**src/verilog/sgc_defines.svh**
```systemverilog
// Offsets, field positions, masks and reset values for the socket global control slice
`ifndef SGC_DEFINES_SVH
`define SGC_DEFINES_SVH

`define SGC_ADDR_W        12
`define SGC_OFF_STC       12'h804
`define SGC_OFF_GCTL      12'h81e
`define SGC_OFF_IOW0_LO   12'h836
`define SGC_OFF_IOW0_HI   12'h837
`define SGC_OFF_IOW1_LO   12'h838
`define SGC_OFF_IOW1_HI   12'h839
`define SGC_IOW_REGS      4
`define SGC_GCTL_MODEB    4
`define SGC_GCTL_MODEA    3
`define SGC_GCTL_CLRM     2
`define SGC_GCTL_CSCM     1
`define SGC_GCTL_PWRD     0
`define SGC_GCTL_W        5
`define SGC_IOLO_WMASK    8'hfe
`define SGC_IOHI_WMASK    8'hff
`define SGC_STC_W         4
`define SGC_STC_CD_BIT    3
`define SGC_RST_BYTE      8'h00
`define SGC_RST_GCTL      5'h00
`define SGC_RST_STC       4'h0
`define SGC_IRQ_CH        3

`endif

```
**src/verilog/sgc_pkg.sv**
```systemverilog
// Types shared by the socket global control slice
package sgc_pkg;
  `include "sgc_defines.svh"

  // One byte access from the socket register space
  typedef struct packed {
    logic                   wr;
    logic                   rd;
    logic [`SGC_ADDR_W-1:0] addr;
    logic [7:0]             wdata;
  } sgc_bus_t;

  // Writable part of the global control register, bit 4 down to bit 0
  typedef struct packed {
    logic card_b_irq_signal_select;
    logic card_a_irq_signal_select;
    logic flag_clear_method_select;
    logic status_change_irq_signal_select;
    logic low_power_output_float;
  } sgc_gctl_t;
endpackage

```
**src/verilog/sgc_irq_sig.sv**
```systemverilog
// Host interrupt signaller for one source: event pulse or held level
`timescale 1ns/1ps
module sgc_irq_sig (
  input  wire logic core_clk_i,
  input  wire logic rst_n_i,
  input  wire logic level_mode_i,
  input  wire logic src_level_i,
  input  wire logic src_event_i,
  output logic      irq_o
);
  logic irq_r;
  logic irq_nxt;

  always_comb begin
    irq_nxt = level_mode_i ? src_level_i : src_event_i;
  end

  always_ff @(posedge core_clk_i or negedge rst_n_i) begin
    if (!rst_n_i) begin
      irq_r <= 1'b0;
    end else begin
      irq_r <= irq_nxt;
    end
  end

  assign irq_o = irq_r;
endmodule // sgc_irq_sig

```
**src/verilog/sgc_regs.sv**
```systemverilog
// Socket global control register, I/O window offset bytes and status change flags
`timescale 1ns/1ps
`include "sgc_defines.svh"
module sgc_regs (
  input  wire logic             core_clk_i,
  input  wire logic             rst_n_i,
  input  wire logic             bus_rst_n_i,
  input  wire sgc_pkg::sgc_bus_t bus_i,
  input  wire logic [3:0]       stc_event_i,
  input  wire logic             card_a_irq_i,
  input  wire logic             card_b_irq_i,
  input  wire logic             card_cycle_i,
  output logic [7:0]            rd_data_o,
  output logic                  rd_valid_o,
  output logic                  card_out_en_o,
  output logic                  card_a_host_irq_o,
  output logic                  card_b_host_irq_o,
  output logic                  stc_host_irq_o,
  output logic                  sw_cd_clear_o,
  output logic [15:0]           iow0_offset_o,
  output logic [15:0]           iow1_offset_o
);
  // ****************************************
  // State
  // ****************************************
  sgc_pkg::sgc_gctl_t gctl_r;
  sgc_pkg::sgc_gctl_t gctl_nxt;
  logic [7:0]         iow_r   [`SGC_IOW_REGS];
  logic [7:0]         iow_nxt [`SGC_IOW_REGS];
  logic [3:0]         stc_r;
  logic [3:0]         stc_nxt;
  logic [7:0]         rd_data_r;
  logic [7:0]         rd_data_nxt;
  logic               rd_valid_r;
  logic               rd_valid_nxt;
  logic               out_en_r;
  logic               out_en_nxt;
  logic               sw_cd_r;
  logic               sw_cd_nxt;
  logic               irq_a_prev_r;
  logic               irq_b_prev_r;
  logic [2:0]         mode_v;
  logic [2:0]         lvl_v;
  logic [2:0]         evt_v;
  logic [2:0]         irq_v;
  logic [3:0]         stc_new;

  // ****************************************
  // Next state
  // ****************************************
  always_comb begin
    gctl_nxt     = gctl_r;
    stc_nxt      = stc_r;
    rd_data_nxt  = `SGC_RST_BYTE;
    rd_valid_nxt = bus_i.rd;
    sw_cd_nxt    = 1'b0;
    for (int i = 0; i < `SGC_IOW_REGS; i++) begin
      iow_nxt[i] = iow_r[i];
    end
    // Read path
    if (bus_i.rd) begin
      case (bus_i.addr)
        `SGC_OFF_GCTL:    rd_data_nxt = {3'h0, gctl_r};
        `SGC_OFF_STC:     rd_data_nxt = {4'h0, stc_r};
        `SGC_OFF_IOW0_LO: rd_data_nxt = iow_r[0] & `SGC_IOLO_WMASK;
        `SGC_OFF_IOW0_HI: rd_data_nxt = iow_r[1];
        `SGC_OFF_IOW1_LO: rd_data_nxt = iow_r[2] & `SGC_IOLO_WMASK;
        `SGC_OFF_IOW1_HI: rd_data_nxt = iow_r[3];
        default:          rd_data_nxt = `SGC_RST_BYTE;
      endcase
      // Read-to-clear of the status change flags
      if (bus_i.addr == `SGC_OFF_STC && !gctl_r.flag_clear_method_select) begin
        stc_nxt = `SGC_RST_STC;
      end
    end
    // Write path
    if (bus_i.wr) begin
      case (bus_i.addr)
        `SGC_OFF_GCTL: gctl_nxt = bus_i.wdata[`SGC_GCTL_W-1:0];
        `SGC_OFF_STC: begin
          if (gctl_r.flag_clear_method_select) begin
            stc_nxt   = stc_nxt & ~bus_i.wdata[3:0];
            sw_cd_nxt = bus_i.wdata[`SGC_STC_CD_BIT];
          end
        end
        `SGC_OFF_IOW0_LO: iow_nxt[0] = bus_i.wdata & `SGC_IOLO_WMASK;
        `SGC_OFF_IOW0_HI: iow_nxt[1] = bus_i.wdata & `SGC_IOHI_WMASK;
        `SGC_OFF_IOW1_LO: iow_nxt[2] = bus_i.wdata & `SGC_IOLO_WMASK;
        `SGC_OFF_IOW1_HI: iow_nxt[3] = bus_i.wdata & `SGC_IOHI_WMASK;
        default: ;
      endcase
    end
    // New events win over a read or write clear in the same cycle, but not over a bus reset
    stc_nxt = stc_nxt | stc_event_i;
    // Bus reset spares the clear method, status signalling and power-down bits
    if (!bus_rst_n_i) begin
      gctl_nxt.card_b_irq_signal_select = 1'b0;
      gctl_nxt.card_a_irq_signal_select = 1'b0;
      stc_nxt                           = `SGC_RST_STC;
      sw_cd_nxt                         = 1'b0;
      for (int i = 0; i < `SGC_IOW_REGS; i++) begin
        iow_nxt[i] = `SGC_RST_BYTE;
      end
    end
    // Outputs float between card cycles in power-down
    out_en_nxt = !gctl_r.low_power_output_float || card_cycle_i;
  end

  always_ff @(posedge core_clk_i or negedge rst_n_i) begin
    if (!rst_n_i) begin
      gctl_r       <= `SGC_RST_GCTL;
      stc_r        <= `SGC_RST_STC;
      rd_data_r    <= `SGC_RST_BYTE;
      rd_valid_r   <= 1'b0;
      out_en_r     <= 1'b0;
      sw_cd_r      <= 1'b0;
      irq_a_prev_r <= 1'b0;
      irq_b_prev_r <= 1'b0;
      for (int i = 0; i < `SGC_IOW_REGS; i++) begin
        iow_r[i] <= `SGC_RST_BYTE;
      end
    end else begin
      gctl_r       <= gctl_nxt;
      stc_r        <= stc_nxt;
      rd_data_r    <= rd_data_nxt;
      rd_valid_r   <= rd_valid_nxt;
      out_en_r     <= out_en_nxt;
      sw_cd_r      <= sw_cd_nxt;
      irq_a_prev_r <= card_a_irq_i;
      irq_b_prev_r <= card_b_irq_i;
      for (int i = 0; i < `SGC_IOW_REGS; i++) begin
        iow_r[i] <= iow_nxt[i];
      end
    end
  end

  // ****************************************
  // Host interrupt signalling
  // ****************************************
  // A flag already set hides a repeat of its event, so edge mode pulses only on fresh flags
  assign stc_new = stc_event_i & ~stc_r;
  assign mode_v  = {gctl_r.status_change_irq_signal_select,
                    gctl_r.card_b_irq_signal_select,
                    gctl_r.card_a_irq_signal_select};
  assign lvl_v   = {|stc_r, card_b_irq_i, card_a_irq_i};
  assign evt_v   = {|stc_new,
                    card_b_irq_i & ~irq_b_prev_r,
                    card_a_irq_i & ~irq_a_prev_r};

  for (genvar g = 0; g < `SGC_IRQ_CH; g++) begin : g_irq
    sgc_irq_sig u_sig (
      .core_clk_i   (core_clk_i),
      .rst_n_i      (rst_n_i),
      .level_mode_i (mode_v[g]),
      .src_level_i  (lvl_v[g]),
      .src_event_i  (evt_v[g]),
      .irq_o        (irq_v[g])
    );
  end

  assign card_a_host_irq_o = irq_v[0];
  assign card_b_host_irq_o = irq_v[1];
  assign stc_host_irq_o    = irq_v[2];
  assign rd_data_o         = rd_data_r;
  assign rd_valid_o        = rd_valid_r;
  assign card_out_en_o     = out_en_r;
  assign sw_cd_clear_o     = sw_cd_r;
  assign iow0_offset_o     = {iow_r[1], iow_r[0]};
  assign iow1_offset_o     = {iow_r[3], iow_r[2]};
endmodule // sgc_regs

```
**config.mk**
```make
export PLATFORM = sky130hd
export DESIGN_NAME = sgc_regs
export DESIGN_NICKNAME = d
export VERILOG_FILES = /design/src/verilog/sgc_pkg.sv /design/src/verilog/sgc_irq_sig.sv /design/src/verilog/sgc_regs.sv
export VERILOG_INCLUDE_DIRS = /design/src /design/src/verilog
export SDC_FILE = /design/constraint.sdc
export NUM_CORES = 1
export LEC_CHECK = 0
export ABC_CLOCK_PERIOD_IN_PS = 1200
export BUFFER_PORTS_ARGS = -buffer_cell sky130_fd_sc_hd__buf_4
export CAP_MARGIN = 5
export CORE_MARGIN = 5
export CORE_UTILIZATION = 47
export CTS_CLUSTER_DIAMETER = 60
export DETAILED_ROUTE_END_ITERATION = 6
export GPL_ROUTABILITY_DRIVEN = 0
export PLACE_DENSITY = 0.76
export SYNTH_ARGS = -nofsm -noshare
export SYNTH_HDL_FRONTEND = slang
export SYNTH_HIERARCHICAL = 1
export SYNTH_SLANG_ARGS = --single-unit
```
**constraint.sdc**
```tcl
create_clock -name core_clk_i -period 1.2 [get_ports core_clk_i]
set_input_delay 0.06 -clock core_clk_i [delete_from_list [all_inputs] [get_ports core_clk_i]]
set_output_delay 0.06 -clock core_clk_i [all_outputs]
set_load 0.01 [all_outputs]
```
==> results <==
- The floorplan step defined a core boundary enclosing between 0.005 and 0.006 sq mm.
- The number of standard cells after synthesis is 261.
- The unique cell type count in the Yosys netlist is 46.
- For this design, the sink count on the clock tree is 55.
- The final count of hold timing violations was 0.
- The proportion of synthesized flip-flops having asynchronous set or reset is 100%.
- The clock arrives with 5.84 ps of skew.
- Row generation in the floorplan step produced 27 rows.
- STA puts the critical path data arrival time at about 1500 ps.
- The tool flagged a number of max-cap violations equal to 0.
- Synthesis inferred 55 register bits.
- Of the synthesized area, sequential elements account for 50.1%.
- The I/O pin total is 78.
- Counting both buffers and inverters, the worst setup path holds a total of 0.
- The worst register-to-register path begins at stc_r[0].
- The register-to-register setup slack is -90 ps.
- The kind of start point of the critical path is a flop.
- The via count of the first global-routing pass is roughly 2600.
- The repair_antennas step left the layout with diodes totalling 0.
- The count of final max-slew check failures is 0.
- The post-route netlist has 39.8% of its cells at a drive strength greater than 1.
- In this design, the largest share of critical-path delay is due to simple AND/OR/NAND/NOR gates.
- At the worst endpoint, the required time is approximately 1400 ps.
- In this run the clock root is driven by a clkbuf_8.
- The worst stage delay on the critical path is 480 ps.
- The proportion of netlist area held by the largest area contributor is 50.1%.
- Traced cell by cell, the critical path runs through or4_1 > mux2_4.
- The number of antenna violations at the first check in global routing was 0.
- The ratio of final minimum period to clock period is 108%.
- The clock tree from TritonCTS is done.
- The dominant register cell in the synthesized netlist is dfrtp_1.
- The later-pin clock latency in the skew report is 310 ps.
- The worst hold path passes through 2 cells.
- The largest total area in the synthesized netlist belongs to dfrtp_1.
- The global-route wire length before repair is around 13000 um.
- The H-tree was split into 2 levels.
- Setup repair after global routing could not meet its margin everywhere.
- The commonest cells after synthesis are dfrtp_1, nand2_1, mux2i_1.
- The aggregate negative setup slack is -155 ps.
- The fill cell instance count of the final layout is 451.
- The mean number of vias per cell is 5.71.
- The total of warnings raised by yosys is 6.
- The path class of the lowest-slack min-delay path is input port to flop.
- In this run the most critical hold path is launched from bus_i[1].
- In the final routed layout, each cell accounts on average for 18.4 um.
- The standby leakage power is 0.00188 uW.
- Multiplexer cells account for 14.5% of the synthesized area.
- The depth of the most critical reg-to-reg path is 2.
- The wire-length estimate of the detail-placed layout is 5990 um.
- Before antenna repair, the detailed router went through 4 iterations.
- Dividing total power by cell area gives a power density of 906 mW/mm^2.
- Of the total synthesized cell area, the portion taken by XOR and XNOR cells is 0%.
- The sum of overflow across all layers after global routing is 0.
- The kind of end point of the critical path is a flop.
- The classification of the worst setup path is flop to flop.
- The adder-cell share of the synthesized area is 0%.
- Entering global routing, the biggest net connects 39 pins.
- In this run, the number of DRC markers left after iteration 0 of detailed routing was around 130.
- In the post-route analysis, the smallest setup slack over all paths is -91.2 ps.
- The synthesized design contains 0 enable-type register cells.
- In the routed design, unresolved DRC markers number 0.
- From bottom edge to top edge, the die measures 86.4 um.
- From left edge to right edge, the die measures 86.4 um.
- Across every metal layer, demand over resource in global routing totals a little under a quarter.
- The count of nets left with antenna violations once routing finished came out at 0.
- The largest fanout on the critical path is 3.
- The worst-case IR drop observed on VDD is 0.493 mV.
- The final critical-path required period is 1290 ps.
- Static timing analysis puts the maximum clock frequency at approximately 770 MHz.
- After synthesis, the largest family of logic cells by area is simple AND/OR/NAND/NOR gates.
- The final routed wirelength across all metal layers is roughly 8200 um.
- In this run the mean area of a mapped cell was 10.5 sq um.
- In the post-synthesis netlist, the cell with the most instances is dfrtp_1.
- The effective utilization at floorplan is approximately half.
- The checks that failed: negative setup slack.
- The die covers 0.00747 sq mm.
- The setup slack at placement is -248 ps.
- Input and output buffers added on the ports amount to 75.
- The area growth from synthesis to layout is 42.1%.
- Setup violations remaining at the end of the flow were counted as 2.
- The basic-gate share of the synthesized area counting and, or, nand and nor cells is approximately a fifth.
- The synthesized area is 0.00275 sq mm.
- In the final design database the tool counted 406 nets.
- The clock-pin slew reported for the worst setup and hold paths after clock tree synthesis is ~90 ps.
- The overall via count from detail_route is 2548.
- Counting the buffers created by CTS gives 5.
- The fraction of the mapped netlist area in compound gates is a little under an eighth.
- For this design, the slowest cell found on the critical path is or4_1.
- The longest clock path from root to sink contains 2 buffers.
- Sorting the synthesized cells by area gives the leading types as dfrtp_1, mux2i_1, nand2_1.
- The run finished, with violations left.
- The hold-critical path endpoint is gctl_r[1].
- The endpoint identified for the worst register-to-register timing path is g_irq[2].u_sig/irq_o.
## state kept, by name (all words and copies together) (netlist names)
register / cells
card_out_en_o: 1
irq_b_prev_r: 1
stc_r: 4
rd_data_o: 8
gctl_r: 5
rd_valid_o: 1
iow1_offset_o: 15
sw_cd_clear_o: 1
g_irq.u_sig/irq_o: 3
iow0_offset_o: 15
irq_a_prev_r: 1
## layout make-up
class	instances	area (sq um)	share of cell area, %
Clock buffer	6	72.6	1.86
Clock inverter	1	30.0	0.770
Inverter	4	15.0	0.385
Multi-Input combinational cell	188	1350	34.6
Sequential cell	55	1380	35.3
Tap cell	72	90.1	2.31
Timing Repair Buffer	120	966	24.8
## layout by cell type (no fill, tap or decap), types with 2 or more instances in the layout
master and count:
buf_4 110, dfrtp_1 54, nand2_1 48, mux2i_1 32
a21oi_1 10, a31oi_1 8, a22oi_1 8, nor2_1 7
nand3_1 7, and2_1 6, dlygate4sd3_1 6, mux2_4 5
clkbuf_8 5, nor2b_1 4, o21ai_0 4, nand4_1 4
a221oi_2 4, inv_1 4, buf_12 4, and3_1 3
o21a_1 3, nor2_4 3, and4_1 2, nor3_1 2
o211ai_1 2, nand2_2 2, conb_1 2
## stage by stage
| step | utilization (%) | total power, uW | cells | hold slack [ps] | cell area, sq um |
|---|---|---|---|---|---|
| 2_1_floorplan | - | 2090 | 262 | -236 | 2820 |
| 3_3_place_gp | 66.0 | 2340 | 431 | -9.09 | 3700 |
| 3_5_place_dp | 66.0 | 2350 | 431 | -9.37 | 3700 |
| 4_1_cts | 69.3 | 3530 | 446 | 11.9 | 3890 |
| 5_1_grt | 69.6 | 3660 | 446 | 6.49 | 3900 |
| 6_report | 69.6 | 3530 | 446 | 15.9 | 3900 |
## per-layer routing
layer | vias to the layer above | part of all wire [%] | track usage [%]
met2 | 104 | 50 | 37.8
li1 | 1162 | - | -
met5 | - | 0 | 0
met4 | 0 | 2.6 | 8.64
met1 | 1264 | 41 | 29.4
met3 | 18 | 6.4 | 3.90
## worst max path at each step
stage          startpoint                    to  slack [ps]  cells after the start
2_1_floorplan    stc_r[3]  g_irq[2].u_sig/irq_o         -40                      2
3_3_place_gp    bus_i[16]             gctl_r[0]        -200                      5
3_5_place_dp    bus_i[16]             gctl_r[0]        -250                      5
4_1_cts          stc_r[0]  g_irq[2].u_sig/irq_o         -70                      2
5_1_grt          stc_r[0]  g_irq[2].u_sig/irq_o        -100                      2
6_report         stc_r[0]  g_irq[2].u_sig/irq_o         -90                      2
## worst register-to-register path, cell delays in order (launching register included)
cell     delay (ps)
dfrtp_1         430
or4_1           480
mux2_4          270
## cells by family (layout without fill, tap and decap cells)
group,after synthesis,count (layout)
simple gates,103,103
buf+inv,19,131
compound gates,45,45
other cells,1,2
mux,38,38
flops,55,55
## timing repair
| item | in CTS | in global routing |
|---|---|---|
| cloned | 0 | 0 |
| setup endpoints to repair | 3 | 3 |
| setup buffers | 2 | 0 |
| pin swaps | 1 | 2 |
| hold buffers | 6 | 0 |
| hold endpoints to repair | 62 | 0 |
| gates resized for setup | 3 | 2 |
## report_power, final
part,internal [uW],switching [uW]
registers,1870,11.1
clock network,613,576
logic,221,242
total,2710,829
Power figures use the tool's default switching activity.
